`src/buck_seq_pkg.sv`:
```
// Purpose: Shared constants for the step-down converter sequencer.
// Assumes: 100 MHz reference clock.
// Notes:   Times keep their own unit; cycle counts are derived from them.
package buck_seq_pkg;

	// Reference clock
	localparam int unsigned CLK_PERIOD_NS = 10;

	// Times as specified
	localparam int unsigned FPWM_HOLD_US = 64;
	localparam int unsigned PG_DELAY_MS  = 3;
	localparam int unsigned PG_PROP_MS   = 1;
	localparam int unsigned UV_DELAY_US  = 8;

	// Least times, rounded up to whole cycles
	localparam int unsigned FPWM_HOLD_CYC =
		(FPWM_HOLD_US * 1000 + CLK_PERIOD_NS - 1) / CLK_PERIOD_NS;
	localparam int unsigned PG_DELAY_CYC =
		(PG_DELAY_MS * 1000000 + CLK_PERIOD_NS - 1) / CLK_PERIOD_NS;
	localparam int unsigned PG_PROP_CYC =
		(PG_PROP_MS * 1000000 + CLK_PERIOD_NS - 1) / CLK_PERIOD_NS;
	localparam int unsigned UV_DELAY_CYC =
		(UV_DELAY_US * 1000 + CLK_PERIOD_NS - 1) / CLK_PERIOD_NS;

	// Reset values
	localparam logic [1:0] VSEL_RST = 2'h0;
	localparam logic       PG_RST   = 1'h0;

	// Voltage-select bit that marks the lower set point
	localparam int unsigned VSEL_UPPER_POS = 1;

	// Sequencer states
	typedef enum logic [3:0] {
		SEQ_OFF   = 4'h1,
		SEQ_RAMP  = 4'h2,
		SEQ_RUN   = 4'h4,
		SEQ_LATCH = 4'h8
	} seq_state_t;

	// Power stage states
	typedef enum logic [2:0] {
		PWR_IDLE = 3'h1,
		PWR_HIGH = 3'h2,
		PWR_LOW  = 3'h4
	} pwr_state_t;

endpackage

```
`src/buck_seq_if.sv`:
```
// Purpose: Carriers between the sequencer and its helper modules.
// Assumes: Single clock domain.
// Notes:   Top-level ports stay plain; these are internal only.
interface delay_if;
	logic run;
	logic done;
	modport ctl (output run, input done);
	modport tmr (input run, output done);
endinterface

interface pwr_if;
	logic enable;
	logic forced_pwm;
	logic crowbar;
	logic hs_on;
	logic ls_on;
	modport ctl (output enable, output forced_pwm, output crowbar, input hs_on, input ls_on);
	modport stg (input enable, input forced_pwm, input crowbar, output hs_on, output ls_on);
endinterface

```
`src/buck_sequencer.sv`:
```
// Purpose: Startup, voltage transition and protection sequencer of a buck converter.
// Assumes: Every analog decision arrives as a flag synchronous to i_ref_clk.
// Notes:   Long delays are parameters so that simulation can shorten them.
module buck_sequencer #(
	parameter int unsigned PG_DELAY_CYC  = buck_seq_pkg::PG_DELAY_CYC,
	parameter int unsigned PG_PROP_CYC   = buck_seq_pkg::PG_PROP_CYC,
	parameter int unsigned FPWM_HOLD_CYC = buck_seq_pkg::FPWM_HOLD_CYC
) (
	input  wire logic       i_ref_clk,
	input  wire logic       i_rst_b,
	input  wire logic       i_enable,
	input  wire logic [1:0] i_voltage_select,
	input  wire logic       i_bias_above_start,
	input  wire logic       i_bias_below_lockout,
	input  wire logic       i_bias_below_por,
	input  wire logic       i_ramp_at_target,
	input  wire logic       i_ramp_above_target,
	input  wire logic       i_out_in_regulation,
	input  wire logic       i_overvoltage_trip,
	input  wire logic       i_output_undervoltage_trip,
	input  wire logic       i_valley_current_limit,
	input  wire logic       i_neg_current_limit,
	input  wire logic       i_over_temp,
	input  wire logic       i_temp_cooled,
	input  wire logic       i_pwm_trip,
	input  wire logic       i_on_time_end,
	input  wire logic       i_zero_cross,
	output logic            o_ramp_charge,
	output logic            o_ramp_discharge,
	output logic            o_ramp_reset,
	output logic [1:0]      o_ramp_target,
	output logic            o_hs_on,
	output logic            o_ls_on,
	output logic            o_sw_tristate,
	output logic            o_forced_pwm,
	output logic            o_output_valid_flag_out,
	output logic            o_output_valid_flag_oe,
	output logic            o_bias_undervoltage_lockout,
	output logic            o_overvoltage_latched,
	output logic            o_undervoltage_latched,
	output logic            o_thermal_shutdown
);

	generate
		if (PG_DELAY_CYC < 1 || PG_PROP_CYC < 1 || FPWM_HOLD_CYC < 1) begin : g_bad
			$error("buck_sequencer delay counts must be at least one cycle");
		end
	endgenerate

	delay_if pg_dly ();
	delay_if pg_prop ();
	delay_if uv_dly ();
	delay_if fpwm_dly ();
	pwr_if   pwr ();

	// Delay counters, all on the reference clock
	delay_timer #(.CYCLES(PG_DELAY_CYC)) u_pg_dly (
		.i_ref_clk (i_ref_clk),
		.i_rst_b   (i_rst_b),
		.tif       (pg_dly.tmr)
	);
	delay_timer #(.CYCLES(PG_PROP_CYC)) u_pg_prop (
		.i_ref_clk (i_ref_clk),
		.i_rst_b   (i_rst_b),
		.tif       (pg_prop.tmr)
	);
	delay_timer #(.CYCLES(buck_seq_pkg::UV_DELAY_CYC)) u_uv_dly (
		.i_ref_clk (i_ref_clk),
		.i_rst_b   (i_rst_b),
		.tif       (uv_dly.tmr)
	);
	delay_timer #(.CYCLES(FPWM_HOLD_CYC)) u_fpwm_dly (
		.i_ref_clk (i_ref_clk),
		.i_rst_b   (i_rst_b),
		.tif       (fpwm_dly.tmr)
	);

	power_stage_ctl u_stage (
		.i_ref_clk              (i_ref_clk),
		.i_rst_b                (i_rst_b),
		.i_pwm_trip             (i_pwm_trip),
		.i_on_time_end          (i_on_time_end),
		.i_valley_current_limit (i_valley_current_limit),
		.i_neg_current_limit    (i_neg_current_limit),
		.i_zero_cross           (i_zero_cross),
		.pif                    (pwr.stg)
	);

	buck_seq_pkg::seq_state_t st_r;
	buck_seq_pkg::seq_state_t st_nxt;
	logic                     bias_ok_r;
	logic                     bias_ok_nxt;
	logic                     bias_undervoltage_lockout_r;
	logic                     bias_undervoltage_lockout_nxt;
	logic                     ov_r;
	logic                     ov_nxt;
	logic                     uv_r;
	logic                     uv_nxt;
	logic                     ot_r;
	logic                     ot_nxt;
	logic                     en_d_r;
	logic                     en_fall;
	logic [1:0]               vsel_r;
	logic [1:0]               vsel_nxt;
	logic                     vid_busy_r;
	logic                     vid_busy_nxt;
	logic                     fpwm_r;
	logic                     fpwm_nxt;
	logic                     pg_r;
	logic                     pg_nxt;
	logic                     can_run;
	logic                     ramping;
	logic                     vsel_change;

	assign en_fall = en_d_r && !i_enable;

	// Bias comparator with hysteresis and the lockout latch
	always_comb begin
		bias_ok_nxt = bias_ok_r;
		bias_undervoltage_lockout_nxt    = bias_undervoltage_lockout_r;
		if (i_bias_above_start) begin
			bias_ok_nxt = 1'b1;
		end else if (i_bias_below_lockout) begin
			bias_ok_nxt = 1'b0;
		end
		if (bias_ok_r && i_bias_below_lockout && !i_bias_above_start) begin
			bias_undervoltage_lockout_nxt = 1'b1;
		end else if (i_bias_below_por) begin
			bias_undervoltage_lockout_nxt = 1'b0;
		end
	end

	// Fault latches; a new trip wins over a clear in the same cycle
	always_comb begin
		ov_nxt = ov_r;
		uv_nxt = uv_r;
		ot_nxt = ot_r;
		if (i_overvoltage_trip && st_r != buck_seq_pkg::SEQ_OFF) begin
			ov_nxt = 1'b1;
		end else if (i_bias_below_por) begin
			ov_nxt = 1'b0;
		end
		if (uv_dly.done) begin
			uv_nxt = 1'b1;
		end else if (en_fall || i_bias_below_por) begin
			uv_nxt = 1'b0;
		end
		if (i_over_temp) begin
			ot_nxt = 1'b1;
		end else if (i_temp_cooled) begin
			ot_nxt = 1'b0;
		end
	end

	assign can_run = i_enable && bias_ok_r && !bias_undervoltage_lockout_r && !ot_r;

	// Undervoltage counted only while converting and not already latched
	assign uv_dly.run = i_output_undervoltage_trip && !uv_r && can_run &&
		(st_r == buck_seq_pkg::SEQ_RAMP || st_r == buck_seq_pkg::SEQ_RUN);

	// Main sequence
	always_comb begin
		st_nxt = st_r;
		unique case (st_r)
			buck_seq_pkg::SEQ_OFF: begin
				if (can_run && !uv_r && !ov_r) begin
					st_nxt = buck_seq_pkg::SEQ_RAMP;
				end
			end
			buck_seq_pkg::SEQ_RAMP: begin
				if (i_ramp_at_target) begin
					st_nxt = buck_seq_pkg::SEQ_RUN;
				end
			end
			buck_seq_pkg::SEQ_RUN: begin
				st_nxt = buck_seq_pkg::SEQ_RUN;
			end
			buck_seq_pkg::SEQ_LATCH: begin
				if (!uv_r && !ov_r) begin
					st_nxt = buck_seq_pkg::SEQ_OFF;
				end
			end
			default: begin
				st_nxt = buck_seq_pkg::SEQ_OFF;
			end
		endcase
		if (st_r != buck_seq_pkg::SEQ_OFF && st_r != buck_seq_pkg::SEQ_LATCH) begin
			if (uv_nxt || ov_nxt) begin
				st_nxt = buck_seq_pkg::SEQ_LATCH;
			end else if (!can_run) begin
				st_nxt = buck_seq_pkg::SEQ_OFF;
			end
		end
	end

	// Target capture and transition tracking
	assign vsel_change = (st_r == buck_seq_pkg::SEQ_RUN) && (i_voltage_select != vsel_r);
	always_comb begin
		vsel_nxt     = vsel_r;
		vid_busy_nxt = vid_busy_r;
		fpwm_nxt     = fpwm_r;
		if (st_r == buck_seq_pkg::SEQ_OFF) begin
			vsel_nxt     = i_voltage_select;
			vid_busy_nxt = 1'b0;
			fpwm_nxt     = 1'b0;
		end else if (vsel_change) begin
			vsel_nxt     = i_voltage_select;
			vid_busy_nxt = 1'b1;
			if (!vsel_r[buck_seq_pkg::VSEL_UPPER_POS] &&
				i_voltage_select[buck_seq_pkg::VSEL_UPPER_POS]) begin
				fpwm_nxt = 1'b1;
			end
		end else begin
			if (vid_busy_r && i_ramp_at_target) begin
				vid_busy_nxt = 1'b0;
			end
			if (fpwm_dly.done) begin
				fpwm_nxt = 1'b0;
			end
		end
		if (st_nxt != buck_seq_pkg::SEQ_RUN && st_nxt != buck_seq_pkg::SEQ_RAMP) begin
			fpwm_nxt = 1'b0;
		end
	end

	// Hold counted from the end of the ramp only
	assign fpwm_dly.run = fpwm_r && !vid_busy_r && !vsel_change;

	assign ramping = (st_r == buck_seq_pkg::SEQ_RAMP) || vid_busy_r;

	// Output-valid chain; a select ramp keeps the delay running so it cannot drop
	assign pg_dly.run = (st_r == buck_seq_pkg::SEQ_RUN) && can_run && !ov_r && !uv_r &&
		!i_output_undervoltage_trip &&
		(i_out_in_regulation || (vid_busy_r && pg_r));
	assign pg_prop.run = pg_dly.run && pg_dly.done;

	always_comb begin
		pg_nxt = pg_prop.done;
		if (!i_enable || !bias_ok_r || bias_undervoltage_lockout_r) begin
			pg_nxt = 1'b0;
		end
		if (i_overvoltage_trip || ov_r) begin
			pg_nxt = 1'b0;
		end
		if (i_output_undervoltage_trip || uv_r) begin
			pg_nxt = 1'b0;
		end
	end

	always_ff @(posedge i_ref_clk or negedge i_rst_b) begin
		if (!i_rst_b) begin
			st_r       <= buck_seq_pkg::SEQ_OFF;
			bias_ok_r  <= 1'b0;
			bias_undervoltage_lockout_r     <= 1'b0;
			ov_r       <= 1'b0;
			uv_r       <= 1'b0;
			ot_r       <= 1'b0;
			en_d_r     <= 1'b0;
			vsel_r     <= buck_seq_pkg::VSEL_RST;
			vid_busy_r <= 1'b0;
			fpwm_r     <= 1'b0;
			pg_r       <= buck_seq_pkg::PG_RST;
		end else begin
			st_r       <= st_nxt;
			bias_ok_r  <= bias_ok_nxt;
			bias_undervoltage_lockout_r     <= bias_undervoltage_lockout_nxt;
			ov_r       <= ov_nxt;
			uv_r       <= uv_nxt;
			ot_r       <= ot_nxt;
			en_d_r     <= i_enable;
			vsel_r     <= vsel_nxt;
			vid_busy_r <= vid_busy_nxt;
			fpwm_r     <= fpwm_nxt;
			pg_r       <= pg_nxt;
		end
	end

	// Power stage steering; overvoltage holds the low side on, outside bias lockout, to pull the output down
	assign pwr.enable     = (st_r == buck_seq_pkg::SEQ_RAMP) || (st_r == buck_seq_pkg::SEQ_RUN);
	assign pwr.forced_pwm = fpwm_r;
	assign pwr.crowbar    = ov_r && !bias_undervoltage_lockout_r;

	// Ramp source; direction from the ramp comparator, reset while off
	assign o_ramp_charge    = ramping && !i_ramp_at_target && !i_ramp_above_target;
	assign o_ramp_discharge = ramping && !i_ramp_at_target && i_ramp_above_target;
	assign o_ramp_reset     = (st_r == buck_seq_pkg::SEQ_OFF);
	assign o_ramp_target    = vsel_r;

	assign o_hs_on       = pwr.hs_on;
	assign o_ls_on       = pwr.ls_on;
	assign o_sw_tristate = !pwr.hs_on && !pwr.ls_on;
	assign o_forced_pwm  = fpwm_r;

	// Open-drain flag: pulled low whenever not valid
	assign o_output_valid_flag_out = 1'b0;
	assign o_output_valid_flag_oe  = !pg_r;

	assign o_bias_undervoltage_lockout = bias_undervoltage_lockout_r;
	assign o_overvoltage_latched       = ov_r;
	assign o_undervoltage_latched      = uv_r;
	assign o_thermal_shutdown          = ot_r;

endmodule // buck_sequencer

```
`src/delay_timer.sv`:
```
// Purpose: Counts clock cycles while run is high; done once the count is reached.
// Assumes: run drops to restart; done holds while run stays high.
// Notes:   Counter saturates, so a long run never wraps back to not-done.
module delay_timer #(
	parameter int unsigned CYCLES = 8
) (
	input  wire logic i_ref_clk,
	input  wire logic i_rst_b,
	delay_if.tmr      tif
);

	localparam int unsigned CW = $clog2(CYCLES + 1);

	generate
		if (CYCLES < 1) begin : g_bad
			$error("delay_timer needs at least one cycle");
		end
	endgenerate

	logic [CW-1:0] cnt_r;
	logic [CW-1:0] cnt_nxt;
	logic          done_r;
	logic          done_nxt;

	// Count while running, clear otherwise
	always_comb begin
		cnt_nxt  = '0;
		done_nxt = 1'b0;
		if (tif.run) begin
			if (cnt_r == CW'(CYCLES - 1)) begin
				done_nxt = 1'b1;
				cnt_nxt  = cnt_r;
			end else begin
				cnt_nxt = cnt_r + CW'(1);
			end
			if (done_r) begin
				done_nxt = 1'b1;
			end
		end
	end

	always_ff @(posedge i_ref_clk or negedge i_rst_b) begin
		if (!i_rst_b) begin
			cnt_r  <= '0;
			done_r <= 1'b0;
		end else begin
			cnt_r  <= cnt_nxt;
			done_r <= done_nxt;
		end
	end

	assign tif.done = done_r;

endmodule // delay_timer

```
`src/power_stage_ctl.sv`:
```
// Purpose: On-pulse latch and low-side control for the power switches.
// Assumes: Comparator flags are synchronous; on-time end comes from the analog timer.
// Notes:   High and low side are never on together.
module power_stage_ctl (
	input  wire logic i_ref_clk,
	input  wire logic i_rst_b,
	input  wire logic i_pwm_trip,
	input  wire logic i_on_time_end,
	input  wire logic i_valley_current_limit,
	input  wire logic i_neg_current_limit,
	input  wire logic i_zero_cross,
	pwr_if.stg        pif
);

	buck_seq_pkg::pwr_state_t st_r;
	buck_seq_pkg::pwr_state_t st_nxt;
	logic                     armed_r;
	logic                     armed_nxt;
	logic                     hs_r;
	logic                     hs_nxt;
	logic                     ls_r;
	logic                     ls_nxt;
	logic                     fire;

	// A pulse needs a fresh trip and a valley current under the limit
	assign fire = pif.enable && i_pwm_trip && armed_r && !i_valley_current_limit;

	always_comb begin
		st_nxt    = st_r;
		armed_nxt = armed_r;
		if (!i_pwm_trip) begin
			armed_nxt = 1'b1;
		end
		unique case (st_r)
			buck_seq_pkg::PWR_IDLE: begin
				if (fire) begin
					st_nxt = buck_seq_pkg::PWR_HIGH;
				end
			end
			buck_seq_pkg::PWR_HIGH: begin
				armed_nxt = 1'b0;
				if (i_on_time_end) begin
					st_nxt = buck_seq_pkg::PWR_LOW;
				end
			end
			buck_seq_pkg::PWR_LOW: begin
				if (fire) begin
					st_nxt = buck_seq_pkg::PWR_HIGH;
				end else if (i_neg_current_limit) begin
					st_nxt = buck_seq_pkg::PWR_IDLE;
				end else if (!pif.forced_pwm && i_zero_cross) begin
					st_nxt = buck_seq_pkg::PWR_IDLE;
				end
			end
			default: begin
				st_nxt = buck_seq_pkg::PWR_IDLE;
			end
		endcase
		if (!pif.enable || pif.crowbar) begin
			st_nxt = buck_seq_pkg::PWR_IDLE;
		end
		hs_nxt = (st_nxt == buck_seq_pkg::PWR_HIGH);
		ls_nxt = (st_nxt == buck_seq_pkg::PWR_LOW) || pif.crowbar;
	end

	always_ff @(posedge i_ref_clk or negedge i_rst_b) begin
		if (!i_rst_b) begin
			st_r    <= buck_seq_pkg::PWR_IDLE;
			armed_r <= 1'b0;
			hs_r    <= 1'b0;
			ls_r    <= 1'b0;
		end else begin
			st_r    <= st_nxt;
			armed_r <= armed_nxt;
			hs_r    <= hs_nxt;
			ls_r    <= ls_nxt;
		end
	end

	assign pif.hs_on = hs_r;
	assign pif.ls_on = ls_r;

endmodule // power_stage_ctl

```
`config.mk`:
```
export PLATFORM = sky130hd
export DESIGN_NAME = buck_sequencer
export DESIGN_NICKNAME = d
export VERILOG_FILES = /design/src/buck_seq_pkg.sv /design/src/buck_seq_if.sv /design/src/buck_sequencer.sv /design/src/delay_timer.sv /design/src/power_stage_ctl.sv
export SDC_FILE = /design/constraint.sdc
export NUM_CORES = 1
export LEC_CHECK = 0
export ABC_AREA = 1
export BUFFER_PORTS_ARGS = -buffer_cell sky130_fd_sc_hd__buf_2
export CAP_MARGIN = 0
export CORE_AREA = 2 2 115 117
export CTS_BUF_LIST = sky130_fd_sc_hd__clkbuf_4 sky130_fd_sc_hd__clkbuf_8
export DETAILED_ROUTE_END_ITERATION = 6
export DIE_AREA = 0 0 117 119
export HOLD_SLACK_MARGIN = 0.08
export PLACE_DENSITY = 0.56
export SYNTH_ARGS = -nofsm -noshare
export SYNTH_HDL_FRONTEND = slang
export SYNTH_SLANG_ARGS = --single-unit
```
`constraint.sdc`:
```
create_clock -name i_ref_clk -period 3.1 [get_ports i_ref_clk]
set_clock_uncertainty 0.1 [all_clocks]
set_input_delay 0.155 -clock i_ref_clk [delete_from_list [all_inputs] [get_ports i_ref_clk]]
set_output_delay 0.155 -clock i_ref_clk [all_outputs]
set_load 0.02 [all_outputs]
```
==> impl_metrics.csv <==
group,metric,value,unit
power,power.density,467.4,nW/um^2
placement,gp_congestion,0.8042,
synthesis,synth_common_cells,"110 x nand2_1, 85 x inv_1, 82 x dfrtp_1",
grt,grt_pass1_vias,3417,
grt,use_met3,3.308,%
routing,routed_wirelength,9283,um
grt,grtUsageTotal,14.33,%
clock_network,cts_setup_buffers,0,
die,dieArea,13920,um^2
clock_network,cts_sinks,84,
synthesis,syn_nets,575,
sta,setup_viol,0,
flow_run,max_cap_viol_count,0,
power,p_int,1.722,mW
finish,fillerInstances,1316,
setup_path,cp_data_required_time,3.27,ns
power,power,2.396,mW
sta,fmax,475.4,MHz
power,power_leakage,2.381,nW
clock_network,cts.repair.resized,0,
synthesis,synth.top_cell.area_share,46.83,%
synthesis,synth_cell_types,39,
routing,vias,3582,
synthesis,yosysWarnings,0,
die,fp-row-count,42,
clock_network,cts.hold.buffers_added,16,
setup_path,worst_ep_arrival_time,2.28,ns
die,initial_utilization,34.03,%
finish,finalNetCount,634,
die,fp.dieW,117,um
power,p_sw_share,28.12,%
grt,grt-busiest-layer,"met2",
synthesis,syn_inst,550,
setup_path,critPathKind,"flip-flop to flip-flop",
sta,fin_ws,0.9963,ns
synthesis,synth_area_per_cell,7.967,um^2
finish,layout-drive-gt1-share,14.68,%
synthesis,synth_edf_count,0,
synthesis,synth_area,4382,um^2
synthesis,synth-seq-cells,84,
setup_path,crit_path_end_kind,"flip-flop",
routing,drt-initial-drc-count,172,
sta,relSlewSlack,59.60,%
sta,tns,0,ns
clock_network,clock_path_buffers,2,
die,coreArea,12870,um^2
grt,antenna_found_initial,0,
power,p_switching,0.6736,mW
clock_network,cts_root_buffer,"clkbuf_8",
sta,worst_slew_pin_slew,0.6061,ns
finish,diodes,0,
setup_path,r2r_slack,1.0,ns
sta,fin_crit,2.104,ns
routing,drtPass1Iterations,4,
grt,met2_usage,21.82,%
routing,ant_nets,0,
placement,dp_hpwl,6816,um
grt,grt_pass1_wl,15800,um
synthesis,yosysSeqAreaShare,48.03,%
clock_network,cts_tree,"done",
finish,syn_to_final_growth,16.96,%
placement,portBuffers,33,
sta,hold_violations,0,
synthesis,synth_top_cell_by_area,"dfrtp_1",
clock_network,clock_latency,0.35,ns
routing,via_per_inst,4.540,
clock_network,numCtsBuffers,9,
placement,post-place-ws,1.229,ns
power,pwr-share-comb,16.4,%
setup_path,cp_max_fo,4,
sta,rsz0062_at_grt,"no",
clock_network,h-tree-depth,3,
synthesis,post-synth-top-count-cell,"nand2_1",
sta,finalMaxSlewViolations,0,
grt,met1_usage,20.03,%
clock_network,clkTransAtPathRegs,0.08,ns
outcome,status,"completed",
die,die_h,119,um
synthesis,synth_ff_type,"dfrtp_1",
sta,fin_crit_sh,67.86,%
synthesis,synthArstFlopShare,100.0,%
routing,drc_errors,0,
synthesis,synth_area_leaders,"dfrtp_1 47%, nand2_1 9.4%, inv_1 7.3%",
power,peakVddDrop,0.0001693,V
grt,grt_max_degree,47,
grt,grt-ovfl-total,0,
power,p_seq_share,49.0,%
min_path,worstHoldPathType,"input pin to flip-flop",
die,boundaryPins,35,
setup_path,startpoint_type,"flip-flop",
power,clkPwrFrac,34.6,%
routing,wl_per_cell,11.77,um
==> final timing paths <==
path                                startpoint  depth (start not counted)                     end
max reg2reg                            st_r[3]                          8       u_stage.pif.hs_on
min reg2reg                  u_uv_dly.tif.done                          2  o_undervoltage_latched
min                        i_neg_current_limit                          6         u_stage.st_r[2]
max                                    st_r[3]                          8       u_stage.pif.hs_on
min in group asynchronous              i_rst_b                          2      u_pg_dly.cnt_r[12]
max in group asynchronous              i_rst_b                          3         u_stage.st_r[0]
==> critical path, cell delays in order, from the launching register on <==
cell and delay [ns]:
dfrtp_1 0.41, nor2_2 0.16, nand2_1 0.13, nand2_1 0.20, nand4_1 0.14, dlygate4sd3_1 0.59
nand2_1 0.06, nand3_1 0.10, nor2_1 0.14
==> registers in the layout (all words and copies together) (netlist names), 2 cells and up <==
register and cells:
u_pg_dly.cnt_r 19, u_pg_prop.cnt_r 17, u_fpwm_dly.cnt_r 13, u_uv_dly.cnt_r 10
st_r 4, u_stage.st_r 3, o_ramp_target 2
==> cell usage in the layout (no fill, tap or decap), types with 6 or more instances in the layout <==
cell type and count:
o21ai_0 20, o21ai_2 6, inv_1 85, dfrtp_1 82, xor2_1 6, nor2_1 78, buf_2 32, nand2_1 110
nand2_2 7, clkbuf_8 12, nand4_1 8, nand3_1 37, dlygate4sd3_1 16, nor3_1 18, a21oi_1 27, a21oi_2 6
==> per-layer routing <==
| layer | routed length [um] | vias up |
|---|---|---|
| li1 | - | 1870 |
| met1 | 4590 | 1658 |
| met2 | 4221 | 45 |
| met3 | 364 | 9 |
| met4 | 106 | 0 |
| met5 | 0 | - |
==> stage by stage <==
stage / instances / hold WS, ns / cell area, um^2 / util (%)
final: 789 / 0.1178 / 5125 / 39.81
after detailed placement: 758 / 0.1127 / 4755 / 36.93
after CTS: 789 / 0.1005 / 5125 / 39.81
after global routing: 789 / 0.1795 / 5125 / 39.81
after global placement: 758 / 0.1122 / 4755 / 36.93
after floorplan: 550 / -0.2406 / 4382 / -
==> power groups by stage <==
stage,Combinational (mW),Clock (mW),Sequential (mW)
floorplan,0.209,0,1.22
global placement,0.377,0,1.19
detailed placement,0.378,0,1.20
CTS,0.397,0.859,1.17
global route,0.441,0.903,1.18
finish,0.393,0.829,1.17
==> final cells by class <==
cell class	count	area [um^2]	share of cell area [%]
repair buffers	51	342.8	6.689
inverters	87	326.6	6.372
flip-flops and latches	84	2105	41.06
multi-input cells	376	1921	37.48
well taps	176	220.2	4.297
clock buffers	14	180.2	3.516
clock inverters	1	30.03	0.5859
==> cell families (layout without fill, tap and decap cells) <==
group,Yosys count,in the layout,synth area share [%]
flops,84,84,48.03
buf+inv,90,153,8.138
compound gates,80,80,11.17
other cells,1,1,0.08558
fa+ha+maj,5,5,1.428
simple gates,279,279,28.95
xor+xnor,11,11,2.199
Power figures use the tool's default switching activity.
